$ cat src/scg_regs.svh
`ifndef SCG_REGS_SVH
`define SCG_REGS_SVH

// register byte offsets
`define SCG_ADDR_PIN_CTL_ONE   8'h00
`define SCG_ADDR_PIN_CTL_TWO   8'h04
`define SCG_ADDR_PIN_STATUS    8'h08
`define SCG_ADDR_CENTRAL       8'h0c
`define SCG_ADDR_STRAP_CFG     8'h10

// field positions
`define SCG_GLOBAL_RESET_BIT   15
`define SCG_IO1_SEL_TOP_BIT    8
`define SCG_LOW_EDGE_LSB       12
`define SCG_HIGH_EDGE_LSB      14
`define SCG_STATUS_LATCH_LSB   8
`define SCG_FREQ_BIT           0
`define SCG_SQUELCH_BIT        1

// reset values and forced strap values
`define SCG_CTL_ONE_RESET      15'h0000
`define SCG_CTL_TWO_RESET      16'h0000
`define SCG_CENTRAL_RESET      2'h0
`define SCG_REDUCED_REF_FREQ   2'h2
`define SCG_REDUCED_SPEED      2'h2
`define SCG_REDUCED_ADDR       5'h04
`define SCG_FACTORY_ADDR       5'h1f
`define SCG_DIFF_CLK_DEFAULT   1'h1
`define SCG_TENBIT_RATE_DEFAULT 1'h1
`define SCG_AUTONEG_DEFAULT    1'h1

// timing: length of the internal reset started by the global reset bit
`define SCG_SOFT_RESET_CYCLES  4'h8

`endif

$ cat src/scg_pkg.sv
package scg_pkg;

    // pin function select codes
    typedef enum logic [2:0] {
        SEL_HIZ    = 3'b000,
        SEL_LOW    = 3'b001,
        SEL_HIGH   = 3'b010,
        SEL_IRQ    = 3'b011,
        SEL_TXPLL  = 3'b100,
        SEL_RECCLK = 3'b101,
        SEL_STATUS = 3'b110,
        SEL_RSVD   = 3'b111
    } scg_sel_t;

    // latched status transition select
    typedef enum logic [1:0] {
        EDGE_RISE = 2'b00,
        EDGE_FALL = 2'b01,
        EDGE_BOTH = 2'b10,
        EDGE_NONE = 2'b11
    } scg_edge_t;

    // raw strap pin levels
    typedef struct packed {
        logic       collision;
        logic       carrier_sense;
        logic       gen_out_one;
        logic       gen_out_two;
        logic [7:0] rx_data;
        logic       rx_error;
        logic       rx_valid;
        logic       tx_clock;
    } scg_strap_t;

    // configuration fields set from the straps
    typedef struct packed {
        logic       factory_test;
        logic       reduced_mode;
        logic       diff_clk_enable;
        logic       tx_clock_out_enable;
        logic       autoneg_enable;
        logic       tenbit_rate_select;
        logic [4:0] mgmt_address;
        logic [1:0] ref_freq_select;
        logic       terminal_role_select;
        logic       serial_mode_select;
        logic       double_rate;
        logic [1:0] speed_field;
    } scg_cfg_t;

    // latched squelch sources
    typedef struct packed {
        logic analog_signal_loss;
        logic recovery_signal_loss;
        logic recovery_lock_loss;
        logic link_state_latched;
    } scg_loss_t;

endpackage

$ cat src/scg_top.sv
`include "scg_regs.svh"

module scg_top (
    // apb slave
    input  wire logic                pclk,
    input  wire logic                presetn,
    input  wire logic                psel,
    input  wire logic                penable,
    input  wire logic                pwrite,
    input  wire logic [7:0]          paddr,
    input  wire logic [31:0]         pwdata,
    output logic [31:0]              prdata,
    output logic                     pready,
    output logic                     pslverr,
    // strap-only pin levels
    input  wire logic                collision_pin,
    input  wire logic                carrier_sense_pin,
    input  wire logic [7:0]          rx_data_pin,
    input  wire logic                receive_error_pin,
    input  wire logic                receive_valid_pin,
    // transmit clock pin
    input  wire logic                transmit_clock_pin_in,
    output logic                     transmit_clock_pin_out,
    output logic                     transmit_clock_pin_oe,
    // general output pins
    input  wire logic                gen_out_one_in,
    output logic                     gen_out_one,
    output logic                     gen_out_one_oe,
    input  wire logic                gen_out_two_in,
    output logic                     gen_out_two,
    output logic                     gen_out_two_oe,
    // bidirectional pins, bit 0 is gen_io_one
    input  wire logic [6:0]          gen_io_in,
    output logic [6:0]               gen_io_out,
    output logic [6:0]               gen_io_oe,
    // internal sources
    input  wire logic                tx_pll_clk,
    input  wire logic                rec_clk_25,
    input  wire logic                rec_clk_125,
    input  wire logic                link_up,
    input  wire logic                carrier_sense,
    input  wire logic                irq_n,
    input  wire scg_pkg::scg_loss_t  loss_status,
    // configuration result
    output scg_pkg::scg_cfg_t        cfg
);

    ////////////////////////////////////////////////////////////////////////////
    // reset control

    logic [3:0]           soft_cnt;
    logic                 strapping;
    logic                 soft_busy;
    logic                 rst_int_n;
    logic                 pads_hiz;
    logic [14:0]          ctl_one;
    logic [15:0]          ctl_two;
    logic [1:0]           central;
    logic [6:0]           latched;
    wire                  wr_en;
    wire                  wr_ctl_one;
    wire                  wr_status;

    assign soft_busy = (soft_cnt != 4'h0);
    assign rst_int_n = presetn & ~soft_busy;
    assign pads_hiz  = ~rst_int_n | strapping;

    always_ff @(posedge pclk or negedge presetn) begin
        if (!presetn) begin
            soft_cnt <= 4'h0;
        end else if (wr_ctl_one && pwdata[`SCG_GLOBAL_RESET_BIT]) begin
            soft_cnt <= `SCG_SOFT_RESET_CYCLES;
        end else if (soft_busy) begin
            soft_cnt <= soft_cnt - 4'h1;
        end
    end

    // sample window: one edge after release
    always_ff @(posedge pclk or negedge presetn) begin
        if (!presetn) begin
            strapping <= 1'b1;
        end else begin
            strapping <= soft_busy;
        end
    end

    ////////////////////////////////////////////////////////////////////////////
    // strap capture

    scg_pkg::scg_strap_t  strap_s1;
    scg_pkg::scg_strap_t  strap_s2;
    scg_pkg::scg_cfg_t    cfg_new;
    wire                  is_mii;
    wire                  is_tenbit;

    // pin synchroniser, no reset so it tracks pins during reset
    always_ff @(posedge pclk) begin
        strap_s1 <= {collision_pin, carrier_sense_pin, gen_out_one_in, gen_out_two_in,
                     rx_data_pin, receive_error_pin, receive_valid_pin,
                     transmit_clock_pin_in};
        strap_s2 <= strap_s1;
    end

    assign is_mii    = ~strap_s2.carrier_sense & ~strap_s2.rx_data[1];
    assign is_tenbit = strap_s2.rx_data[1] & strap_s2.rx_data[0];

    assign cfg_new.reduced_mode = strap_s2.collision;
    assign cfg_new.double_rate  = strap_s2.carrier_sense;
    assign cfg_new.speed_field  = strap_s2.collision ? `SCG_REDUCED_SPEED
                                                     : strap_s2.rx_data[1:0];
    assign cfg_new.serial_mode_select   = ~strap_s2.collision & is_mii ? 1'b0
                                                                      : strap_s2.gen_out_two;
    assign cfg_new.terminal_role_select = ~strap_s2.collision & is_mii & strap_s2.gen_out_two;
    assign cfg_new.ref_freq_select = strap_s2.collision ? `SCG_REDUCED_REF_FREQ
                                                        : strap_s2.rx_data[3:2];
    assign cfg_new.mgmt_address = strap_s2.collision ? `SCG_REDUCED_ADDR
                                  : {strap_s2.rx_error, strap_s2.rx_data[7:4]};
    assign cfg_new.factory_test = (cfg_new.mgmt_address == `SCG_FACTORY_ADDR);
    assign cfg_new.tenbit_rate_select = ~strap_s2.collision & is_tenbit ? strap_s2.rx_valid
                                        : `SCG_TENBIT_RATE_DEFAULT;
    assign cfg_new.autoneg_enable = strap_s2.collision ? 1'b1
                                    : is_tenbit ? `SCG_AUTONEG_DEFAULT
                                    : strap_s2.rx_valid;
    assign cfg_new.tx_clock_out_enable = strap_s2.collision | strap_s2.tx_clock;
    assign cfg_new.diff_clk_enable     = strap_s2.collision ? 1'b0 : `SCG_DIFF_CLK_DEFAULT;

    always_ff @(posedge pclk) begin
        if (strapping) begin
            cfg <= cfg_new;
        end
    end

    ////////////////////////////////////////////////////////////////////////////
    // apb slave

    wire                  setup_ph;
    wire                  hit_one;
    wire                  hit_two;
    wire                  hit_stat;
    wire                  hit_cent;
    wire                  hit_cfg;
    wire                  hit_any;
    wire [31:0]           rd_mux;
    wire [6:0]            live;

    assign setup_ph   = psel & ~penable;
    assign wr_en      = psel & penable & pwrite;
    assign hit_one    = (paddr == `SCG_ADDR_PIN_CTL_ONE);
    assign hit_two    = (paddr == `SCG_ADDR_PIN_CTL_TWO);
    assign hit_stat   = (paddr == `SCG_ADDR_PIN_STATUS);
    assign hit_cent   = (paddr == `SCG_ADDR_CENTRAL);
    assign hit_cfg    = (paddr == `SCG_ADDR_STRAP_CFG);
    assign hit_any    = hit_one | hit_two | hit_stat | hit_cent | hit_cfg;
    assign wr_ctl_one = wr_en & hit_one;
    assign wr_status  = wr_en & hit_stat;
    assign pready     = 1'b1;

    // read mux, global reset bit reads zero
    assign rd_mux = hit_one  ? {17'h00000, ctl_one} :
                    hit_two  ? {16'h0000, ctl_two} :
                    hit_stat ? {17'h00000, latched, 1'b0, live} :
                    hit_cent ? {30'h00000000, central} :
                    hit_cfg  ? {14'h0000, cfg} : 32'h00000000;

    // read data and error captured in setup phase
    always_ff @(posedge pclk or negedge presetn) begin
        if (!presetn) begin
            prdata  <= 32'h00000000;
            pslverr <= 1'b0;
        end else if (setup_ph) begin
            prdata  <= pwrite ? 32'h00000000 : rd_mux;
            pslverr <= ~hit_any;
        end
    end

    always_ff @(posedge pclk or negedge rst_int_n) begin
        if (!rst_int_n) begin
            ctl_one <= `SCG_CTL_ONE_RESET;
            ctl_two <= `SCG_CTL_TWO_RESET;
            central <= `SCG_CENTRAL_RESET;
        end else if (strapping) begin
            ctl_one <= `SCG_CTL_ONE_RESET;
            ctl_one[`SCG_IO1_SEL_TOP_BIT] <= ~strap_s2.collision & strap_s2.gen_out_one;
            ctl_two <= `SCG_CTL_TWO_RESET;
        end else begin
            if (wr_ctl_one) begin
                ctl_one <= pwdata[14:0];
            end
            if (wr_en && hit_two) begin
                ctl_two <= pwdata[15:0];
            end
            if (wr_en && hit_cent) begin
                central <= pwdata[1:0];
            end
        end
    end

    ////////////////////////////////////////////////////////////////////////////
    // io input side

    logic [6:0]           io_s1;
    logic [6:0]           io_s2;
    logic [6:0]           io_s3;
    wire                  high_avail;
    scg_pkg::scg_edge_t   low_edge;
    scg_pkg::scg_edge_t   high_edge;

    // upper pins only in MII, RGMII, RTBI
    assign high_avail = cfg.double_rate | ~cfg.speed_field[1];
    assign low_edge   = scg_pkg::scg_edge_t'(ctl_two[`SCG_LOW_EDGE_LSB +: 2]);
    assign high_edge  = scg_pkg::scg_edge_t'(ctl_two[`SCG_HIGH_EDGE_LSB +: 2]);
    assign live       = io_s2;

    // io synchroniser, reset to idle high
    always_ff @(posedge pclk or negedge rst_int_n) begin
        if (!rst_int_n) begin
            io_s1 <= 7'h7f;
            io_s2 <= 7'h7f;
            io_s3 <= 7'h7f;
        end else begin
            io_s1 <= gen_io_in;
            io_s2 <= io_s1;
            io_s3 <= io_s2;
        end
    end

    for (genvar i = 0; i < 7; i++) begin : g_latch
        scg_pkg::scg_edge_t es;
        wire                hit;
        assign es  = (i < 3) ? low_edge : high_edge;
        assign hit = ~strapping & ((i < 3) | high_avail) & (
                     (io_s2[i] & ~io_s3[i] & (es == scg_pkg::EDGE_RISE || es == scg_pkg::EDGE_BOTH))
                   | (~io_s2[i] & io_s3[i] & (es == scg_pkg::EDGE_FALL || es == scg_pkg::EDGE_BOTH)));
        always_ff @(posedge pclk or negedge rst_int_n) begin
            if (!rst_int_n) begin
                latched[i] <= 1'b0;
            end else if (hit) begin
                latched[i] <= 1'b1;
            end else if (wr_status && pwdata[`SCG_STATUS_LATCH_LSB + i]) begin
                latched[i] <= 1'b0;
            end
        end
    end

    ////////////////////////////////////////////////////////////////////////////
    // pin output functions

    wire [26:0]           sel_all;
    wire [8:0]            drv_val;
    wire [8:0]            drv_en;
    wire                  rec_clk;
    wire                  squelch;

    assign sel_all = {ctl_two[11:0], ctl_one};
    assign rec_clk = central[`SCG_FREQ_BIT] ? rec_clk_125 : rec_clk_25;
    assign squelch = central[`SCG_SQUELCH_BIT] &
                     (loss_status.analog_signal_loss | loss_status.recovery_signal_loss |
                      loss_status.recovery_lock_loss | ~loss_status.link_state_latched);

    // index 0 out-one, 1 out-two, 2..8 io one to seven
    for (genvar p = 0; p < 9; p++) begin : g_pin
        scg_pkg::scg_sel_t s;
        wire               grp_a;
        wire               grp_b;
        wire               open_drain;
        wire               usable;
        wire               val;
        wire               en;
        assign s          = scg_pkg::scg_sel_t'(sel_all[3*p +: 3]);
        assign grp_a      = (p == 0) || (p == 2) || (p == 4);
        assign grp_b      = (p == 1) || (p == 3);
        assign open_drain = (p == 2) || (p == 4);
        assign usable     = (p < 5) | high_avail;
        assign val = (s == scg_pkg::SEL_HIGH)   ? 1'b1 :
                     (s == scg_pkg::SEL_IRQ)    ? (open_drain ? 1'b0 : irq_n) :
                     (s == scg_pkg::SEL_TXPLL)  ? tx_pll_clk :
                     (s == scg_pkg::SEL_RECCLK) ? (grp_a ? rec_clk : rec_clk & ~squelch) :
                     (s == scg_pkg::SEL_STATUS) ? (grp_a ? link_up : carrier_sense) : 1'b0;
        // reserved codes leave the pin undriven
        assign en  = (s == scg_pkg::SEL_LOW) | (s == scg_pkg::SEL_HIGH) |
                     (s == scg_pkg::SEL_TXPLL) | (s == scg_pkg::SEL_RECCLK) |
                     ((s == scg_pkg::SEL_IRQ) & grp_a & (open_drain ? ~irq_n : 1'b1)) |
                     ((s == scg_pkg::SEL_STATUS) & (grp_a | grp_b));
        // undriven in reset or when unavailable
        assign drv_en[p]  = en & usable & ~pads_hiz;
        assign drv_val[p] = val & drv_en[p];
    end

    assign gen_out_one    = drv_val[0];
    assign gen_out_one_oe = drv_en[0];
    assign gen_out_two    = drv_val[1];
    assign gen_out_two_oe = drv_en[1];
    assign gen_io_out     = drv_val[8:2];
    assign gen_io_oe      = drv_en[8:2];

    // transmit clock output, ignored in MII and dual-clock ten-bit
    assign transmit_clock_pin_oe  = cfg.tx_clock_out_enable & ~pads_hiz &
                                    ~(~cfg.double_rate & ~cfg.speed_field[1]) &
                                    ~((cfg.speed_field == 2'h3) & cfg.tenbit_rate_select);
    assign transmit_clock_pin_out = tx_pll_clk & transmit_clock_pin_oe;

endmodule

$ cat config.mk
export PLATFORM = sky130hd
export DESIGN_NAME = scg_top
export DESIGN_NICKNAME = d
export VERILOG_FILES = /design/src/scg_pkg.sv /design/src/scg_top.sv
export VERILOG_INCLUDE_DIRS = /design/src /design/src/src
export SDC_FILE = /design/constraint.sdc
export NUM_CORES = 1
export LEC_CHECK = 0
export BUFFER_PORTS_ARGS = -buffer_cell sky130_fd_sc_hd__buf_2
export CAP_MARGIN = 20
export CORE_MARGIN = 2
export CORE_UTILIZATION = 48
export DETAILED_ROUTE_END_ITERATION = 12
export HOLD_SLACK_MARGIN = 0.03
export PLACE_DENSITY_LB_ADDON = 0.15
export SLEW_MARGIN = 0
export SYNTH_ARGS = -nofsm -noshare
export SYNTH_HDL_FRONTEND = slang
export SYNTH_SLANG_ARGS = --single-unit
$ cat constraint.sdc
create_clock -name pclk -period 3.4 [get_ports pclk]
set_clock_uncertainty 0.15 [all_clocks]
set_input_delay 0.34 -clock pclk [delete_from_list [all_inputs] [get_ports pclk]]
set_output_delay 0.34 -clock pclk [all_outputs]
set_load 0.01 [all_outputs]
# ---- Yosys cells after proc, flatten, opt, wreduce, memory -nomap -nowiden
# Index checks and enable logic that the tools add are counted.
dict set report word_totals {
  ff_bits 147
  in_bits 77
  output_inout_bits 72
  elab_cells 376
}
dict set report classes {
  addsub 1
  n_eq_ne 64
  mux 74
  bitwise_logic 162
  reduce_logical 30
}
# operator n
set ops {}
lappend ops {{18-bit two-way mux} 6}
lappend ops {{3-bit == test (second input constant)} 27}
lappend ops {{1-bit AND} 80}
lappend ops {{1-bit two-way mux} 61}
lappend ops {{3-bit by 2-bit == test with 1-bit output (second input constant)} 18}
lappend ops {{1-bit bitwise OR} 52}
lappend ops {{16-bit two-way mux} 2}
lappend ops {{15-bit two-way mux} 2}
lappend ops {{1-bit NOT} 30}
lappend ops {{3-bit by 1-bit == test with 1-bit output (second input constant)} 9}
lappend ops {{2-bit nonzero test} 10}
lappend ops {{8-bit by 4-bit == test with 1-bit output (second input constant)} 2}
lappend ops {{1-bit logical AND} 10}
lappend ops {{8-bit by 3-bit == test with 1-bit output (second input constant)} 1}
lappend ops {{8-bit by 5-bit == test with 1-bit output (second input constant)} 1}
lappend ops {{8-bit zero test} 1}
lappend ops {{4-bit two-way mux} 2}
lappend ops {{2-bit == test (second input constant)} 3}
lappend ops {{5-bit == test (second input constant)} 1}
lappend ops {{5-bit two-way mux} 1}
lappend ops {{2-bit by 1-bit == test with 1-bit output (second input constant)} 2}
lappend ops {{2-bit zero test} 2}
lappend ops {{1-bit logical OR} 4}
lappend ops {{4-bit nonzero test} 1}
lappend ops {{other kinds (3)} 3}

# ---- Longest topological paths before layout
# Gate-level depths: netlist (run 1).
dict set report depth {
  word_depth 11
  ltp_mapped 7
  depth_no_buf 7
}

# ---- Least setup slack after synthesis (run 1)
# Ideal clock, no wire load.
dict set report synth_timing {
  kind {register to output}
  start {register soft_cnt[0]}
  end {output port gen_io_oe[3]}
  t_arrival_ns 3.076
  t_required_ns 2.910
  path_slack_ns -0.166
  path_stages_with_launch 8
  path_buffers 1
  path_cell_list {dfrtp_1 > inv_1 > ha_1 > nor3b_1 > and2_1 > nand2b_1 > clkbuf_1 > nor2_1}
}
dict set report synth_via {
  elab_chain_cells 7
}
# element line_no
set synth_rtl {}
lappend synth_rtl {{from (decl)} scg_top.sv:51} ;# logic [3:0] soft_cnt;
lappend synth_rtl {{from (signal assigned)} scg_top.sv:72} ;# soft_cnt <= `SCG_SOFT_RESET_CYCLES;
lappend synth_rtl {{from (signal assigned)} scg_top.sv:74} ;# soft_cnt <= soft_cnt - 4'h1;
lappend synth_rtl {{4-bit nonzero test} scg_top.sv:64} ;# assign soft_busy = (soft_cnt != 4'h0);
lappend synth_rtl {{1-bit NOT} scg_top.sv:65} ;# assign rst_int_n = presetn & ~soft_busy;
lappend synth_rtl {{1-bit AND} scg_top.sv:65}
lappend synth_rtl {{1-bit NOT} scg_top.sv:66} ;# assign pads_hiz = ~rst_int_n | strapping;
lappend synth_rtl {{1-bit bitwise OR} scg_top.sv:66}
lappend synth_rtl {{1-bit NOT} scg_top.sv:285} ;# assign drv_en[p] = en & usable & ~pads_hiz;
lappend synth_rtl {{1-bit AND} scg_top.sv:285}
lappend synth_rtl {{to (decl)} scg_top.sv:35} ;# output logic [6:0] gen_io_oe,
# No other way between the ends.

# ---- Worst setup path in the final report (run 1)
dict set report layout_timing {
  start {register soft_cnt[0]}
  end {output port gen_io_out[2]}
}
dict set report layout_via {
  elab_chain_cells 8
}
# element line_no
set layout_rtl {}
lappend layout_rtl {{4-bit nonzero test} scg_top.sv:64}
lappend layout_rtl {{net soft_busy} scg_top.sv:53} ;# logic soft_busy;
lappend layout_rtl {{1-bit NOT} scg_top.sv:65}
lappend layout_rtl {{1-bit AND} scg_top.sv:65}
lappend layout_rtl {{1-bit NOT} scg_top.sv:66}
lappend layout_rtl {{1-bit bitwise OR} scg_top.sv:66}
lappend layout_rtl {{1-bit NOT} scg_top.sv:285}
lappend layout_rtl {{1-bit AND} scg_top.sv:285}
lappend layout_rtl {{1-bit AND} scg_top.sv:286} ;# assign drv_val[p] = val & drv_en[p];
lappend layout_rtl {{to (decl)} scg_top.sv:34} ;# output logic [6:0] gen_io_out,
# The timed path passes the listed nets, and every way through them passes these cells.

==> flow_metrics.tcl, run 1 <==
set metrics [dict create \
    postRouteAntennaNets 0 \
    total_power_uw 4190 \
    grt-ovfl-total 0 \
    vias_per_cell 5.43 \
    final_cell_mix "buf_2, dfrtp_1, nor2_1" \
    synth_edf_count 18 \
    gp_congestion 0.859 \
    synth_seq_area_share_pct 56.1 \
    area_growth_pct 25.4 \
    pwr_density_cell_nw_per_um2 569 \
    grt_max_degree 62 \
    avgSynthCellArea_um2 10.9 \
    critical_path_class "reg2out" \
    root_buffer "clkbuf_16" \
    cts.sinks 133 \
    dp_slack_ns 0.602 \
    reg2reg_from "soft_cnt[0]$_DFFE_PN0P_" \
    pwr-share-comb_pct 12.0 \
    max_stage_delay_ns 0.44 \
    path_max_fanout 5 \
    critPathBufInv 3 \
    post-route-period-util_pct 89.1 \
    crit_chain "inv_1, ha_1, nor3b_2, inv_1, nor3b_1, o311a_1, a21boi_0, buf_2" \
    start_util_pct 49.1 \
    reg2reg_to "latched[3]$_DFFE_PP0P_" \
    diodes 0 \
    vias 4568 \
    first_pass_iters 5 \
    timing.setup.tns_ns 0 \
    port_buffers 117 \
    cp.required_ns 2.91 \
    yosysTopAreaCell "dfrtp_1" \
    rsz0062_at_grt "false" \
    use_met2_pct 37.4 \
    drive_above_1_share_pct 30.0 \
    die-area_um2 13100 \
    fin_crit_ns 3.03 \
    wl_per_cell_um 17.3 \
    worstHoldStart "pwdata[0]" \
    cts.clk_slew.worst_paths_ns 0.06 \
    hpwl_um 10400 \
    fin_ws_ns 0.371 \
    critPathTopFamily "simple AND/OR/NAND/NOR gates" \
    vdd_drop_max_mv 0.524 \
    r2r.worst_path.cells 5 \
    cts.path.max_buffers 2 \
    use_met1_pct 31.4 \
    holdPathEnd "central[0]$_DFFE_PP0P_" \
    coreArea_um2 12000 \
    leakage_uw 0.00319 \
    cp_data_arrival_time_ns 2.54 \
    hold_viol_final 0 \
    syn-instance-count 538 \
    syn_area_um2 5880 \
    antenna_found_initial 0 \
    final_common_cell "buf_2" \
    grt_use_total_pct 23.5 \
    outcome "completed" \
    p_sw_uw 1160 \
    cap_viol_max_count 0 \
    rows 40 \
    cts_tree "yes" \
    die_w_um 115 \
    setup_violations 0 \
    internal_power_uw 3040 \
    cts_made_buffers 17 \
    worst_hold_path_type "in2reg" \
    synthFlopType "dfrtp_1" \
    met3_usage_pct 5.45 \
    worst_slew_pin_slew_ns 0.927 \
    ys.warnings.count 0 \
    seq_power_share_pct 45.8 \
    endpoint_kind "output pin" \
    drt_iter0_drc 346 \
    start_kind "flip-flop" \
    switching_share_pct 27.6 \
    worstHoldPathCells 2 \
    synth_area_leaders "dfrtp_1, dfxtp_1, dfstp_2, edfxtp_1, mux2i_1" \
    ioPinCount 149 \
    clk_latency_ns 0.42 \
    drc_errors 0 \
    max_slew_margin_pct 38.2 \
    reg2reg_slack_ns 1.48 \
    cpMaxStageDelayCell "nor3b_1" \
    grt_pass1_vias 4553 \
    fin_util_pct 61.6 \
    crit_path_frequent_cell "inv_1" \
    timing.fmax_mhz 330 \
    async_reset_ff_share_pct 63.9 \
    drv_slew 0 \
    ys_types 64 \
    gr-max-usage-layer "met2" \
    synth-seq-cells 133 \
    grt_pass1_wl_um 23400 \
    die_h_um 115 \
    drt-total-wl_um 14600 \
    clkPwrFrac_pct 42.2 \
    h-tree-depth 4 \
    nets 764 \
    cts_setup_buffers 0 \
    yosysTopAreaCellShare_pct 26.8 \
]
[synthesized netlist by cell type (14+ instances only)]
library cell  number
dfrtp_1           63
nor2_1            55
a21oi_1           41
nand2_1           36
mux2i_1           35
dfxtp_1           30
dfstp_2           22
edfxtp_1          18
clkbuf_1          17
inv_1             17
buf_4             15
nand2b_1          15
mux2_2            14
[repair_timing]
action / CTS / global route
endpoints found under the setup margin: 0 / 2
hold endpoints to repair: 49 / 0
resized for setup: 0 / 1
hold buffers: 25 / 0
[per-layer routing]
metal / up-vias / part of all wire [%]
met2: 157 / 48
met3: 23 / 5.7
met1: 2232 / 45
li1: 2156 / -
met5: - / 0
met4: 0 / 1.8
[metrics by stage]
step / instances / cell area [µm²] / hold WS [ns]
after global placement: 784 / 6530 / 0.0167
after CTS: 841 / 7360 / 0.0376
final: 841 / 7370 / 0.0466
after global routing: 841 / 7370 / 0.0551
after detailed placement: 784 / 6530 / 0.0197
after floorplan: 551 / 5930 / -0.106
[worst max-delay path by stage]
stage	cells after the start	start	slack, ns	to
2_1_floorplan	7	soft_cnt[0]$_DFFE_PN0P_	0.51	gen_io_oe[3]
3_3_place_gp	8	soft_cnt[0]$_DFFE_PN0P_	0.67	gen_io_out[2]
3_5_place_dp	8	soft_cnt[0]$_DFFE_PN0P_	0.60	gen_io_out[2]
4_1_cts	8	soft_cnt[0]$_DFFE_PN0P_	0.15	gen_io_out[2]
5_1_grt	8	soft_cnt[0]$_DFFE_PN0P_	0.11	gen_io_out[2]
6_report	8	soft_cnt[0]$_DFFE_PN0P_	0.37	gen_io_out[2]
[registers in the layout, indices dropped and copies added (netlist names)]
name	flops
pslverr	1
ctl_two	16
prdata	18
io_s2	7
cfg_new	2
strap_s1	15
central	2
soft_cnt	4
strap_s2	13
io_s3	7
ctl_one	15
cfg	18
latched	7
strapping	1
io_s1	7
[power by group through the flow]
| stage | clock (µW) | sequential (µW) | combinational, µW |
|---|---|---|---|
| after floorplan | 0 | 1920 | 298 |
| after global routing | 1870 | 1940 | 560 |
| after CTS | 1800 | 1920 | 507 |
| after detailed placement | 0 | 1940 | 486 |
| after global placement | 0 | 1940 | 469 |
| final | 1770 | 1920 | 503 |
[cells by family (layout without fill, tap and decap cells)]
family,after synthesis,count (layout),synth area share [%]
other,2,15,0.128
XOR/XNOR,6,6,0.894
buffers and inverters,57,200,5.05
AO/OA/AOI/OAI,116,116,12.7
AND/OR/NAND/NOR,168,168,15.1
adder cells (fa/ha/maj),6,6,1.28
flip-flops,133,133,56.1
multiplexers,50,50,8.84
[area by class of cell]
cell class | count | area [µm²]
clock buffer | 18 | 439
timing repair buffer | 150 | 896
multi-input combinational | 361 | 2340
fill | 994 | 4590
tap | 147 | 184
clock inverter | 14 | 140
sequential | 133 | 3300
inverter | 18 | 67.6
(Power assumes the default switching activity.)
==> run 2: changes to the inputs <==
- BUFFER_PORTS_ARGS: -buffer_cell sky130_fd_sc_hd__buf_2 -> -buffer_cell sky130_fd_sc_hd__buf_4
- CTS_CLUSTER_SIZE: default -> 14
==> run 2 against run 1 <==
Wire length grew 2.4%; utilization rose by 2.7 points; largest cell class unchanged; critical endpoint unchanged; global-route usage is 0.78 points higher; non-clock buffer count down 1; first-iteration DRC count decreased by 8.7%.
==> flow_metrics.tcl, run 2 (same netlist as run 1, synthesis figures left out) <==
set metrics [dict create \
    first_pass_iters 4 \
    die_w_um 115 \
    area_growth_pct 30.8 \
    rsz0062_at_grt "false" \
    root_buffer "clkbuf_16" \
    die-area_um2 13100 \
    cts_made_buffers 17 \
    hold_viol_final 0 \
    clkPwrFrac_pct 42.8 \
    grt_use_total_pct 24.3 \
    dp_slack_ns 0.542 \
    max_slew_margin_pct 49.0 \
    fin_area_um2 7690 \
    cp.required_ns 2.91 \
    total_power_uw 4340 \
    reg.largest.list "cfg x18, prdata x18, ctl_two x16" \
    timing.setup.tns_ns 0 \
    leakage_uw 0.00327 \
    hpwl_um 10600 \
    cts_tree "yes" \
    drive_above_1_share_pct 30.2 \
    pwr-share-comb_pct 12.9 \
    vias_per_cell 5.40 \
    start_util_pct 49.1 \
    cts.clk_slew.worst_paths_ns 0.06 \
    port_buffers 117 \
    grt_pass1_wl_um 24200 \
    start_kind "flip-flop" \
    internal_power_uw 3170 \
    ioPinCount 149 \
    gp_congestion 0.888 \
    cp_data_arrival_time_ns 2.62 \
    outcome "completed" \
    vdd_drop_max_mv 0.399 \
    worst_hold_path_type "in2reg" \
    diodes 0 \
    die_h_um 115 \
    final_cell_mix "buf_4, dfrtp_1, nor2_1" \
    timing.fmax_mhz 321 \
    vias 4532 \
    critical_path_class "reg2out" \
    antenna_found_initial 0 \
    seq_power_share_pct 44.3 \
    drv_slew 0 \
    cts_setup_buffers 0 \
    cap_viol_max_count 0 \
    setup_violations 0 \
    drc_errors 0 \
    fin_crit_ns 3.11 \
    endpoint_kind "output pin" \
    grt_pass1_vias 4575 \
    coreArea_um2 12000 \
    switching_share_pct 26.9 \
    cts.sinks 133 \
    postRouteAntennaNets 0 \
    post-route-period-util_pct 91.5 \
    grt-ovfl-total 0 \
    clk_latency_ns 0.41 \
    cts.path.max_buffers 2 \
    place_area_um2 6830 \
    nets 763 \
    wl_per_cell_um 17.8 \
    pwr_density_cell_nw_per_um2 564 \
    reg2reg_slack_ns 1.28 \
    rows 40 \
    worst_slew_pin_slew_ns 0.765 \
    path_max_fanout 5 \
    drt-total-wl_um 14900 \
    final_common_cell "buf_4" \
    drt_iter0_drc 316 \
    p_sw_uw 1170 \
    h-tree-depth 4 \
    grt_max_degree 62 \
    fin_ws_ns 0.288 \
]
[run 2: cell types whose count changed in the layout (fill, tap and decap cells not counted), sizes merged]
cell         delta
clkinvlp        -1
clkbuf          +2
dlygate4sd3     -1
clkinv          -1
[run 2: worst paths after layout]
kind | startpoint | end | cells after the start
max | soft_cnt[0]$_DFFE_PN0P_ | gen_io_out[2] | 8
min | pwdata[7] | ctl_two[7]$_DFFE_PP0P_ | 3
max reg2reg | strapping$_DFF_PN1_ | central[0]$_DFFE_PP0P_ | 3
min reg2reg | strap_s1[6]$_DFF_P_ | strap_s2[6]$_DFF_P_ | 0
max in group asynchronous | soft_cnt[0]$_DFFE_PN0P_ | latched[3]$_DFFE_PP0P_ | 5
min in group asynchronous | presetn | soft_cnt[1]$_DFFE_PN0P_ | 2
[run 2: cell type report]
cell class                 instances  area (µm²)
clock buffer                      20         489
clock inverter                    12         126
fill                             981        4280
inverter                          18        67.6
multi-input combinational        361        2340
sequential                       133        3300
tap                              147         184
timing repair buffer             149        1180
[run 2: power by group through the flow]
stage          sequential, µW  combinational (µW)  clock [µW]
4_1_cts                  1920                 567        1890
6_report                 1920                 561        1860
3_5_place_dp             1950                 541           0
5_1_grt                  1940                 621        1970
2_1_floorplan            1920                 298           0
3_3_place_gp             1940                 521           0
[run 2: routing by layer]
layer / GRT usage, % / part of all wire [%] / up-vias
met1: 33.6 / 45 / 2200
met3: 6.09 / 5.8 / 19
li1: - / - / 2159
met5: 0 / 0 / -
met2: 37.6 / 48 / 154
met4: 7.89 / 1.9 / 0
[run 2: through the flow]
step           hold slack, ns  utilization (%)  std cells
4_1_cts                0.0348             64.2        840
3_5_place_dp            0.131             57.1        784
6_report               0.0435             64.3        840
3_3_place_gp            0.126             57.1        784
2_1_floorplan          -0.106                -        551
5_1_grt                0.0409             64.3        840
[run 2: worst max-delay path, cell delays in order, from the launching register on]
cell and delay [ns]:
dfrtp_1 0.37, inv_1 0.11, ha_1 0.18, nor3b_2 0.30, inv_1 0.17, nor3b_1 0.44
o311a_1 0.27, a21boi_0 0.21, buf_4 0.15
[run 2: timing repair]
action                     4_1_cts  5_1_grt
resized for setup                0        1
hold buffers                    24        0
hold endpoints to repair        48        0
setup endpoints to repair        0        1
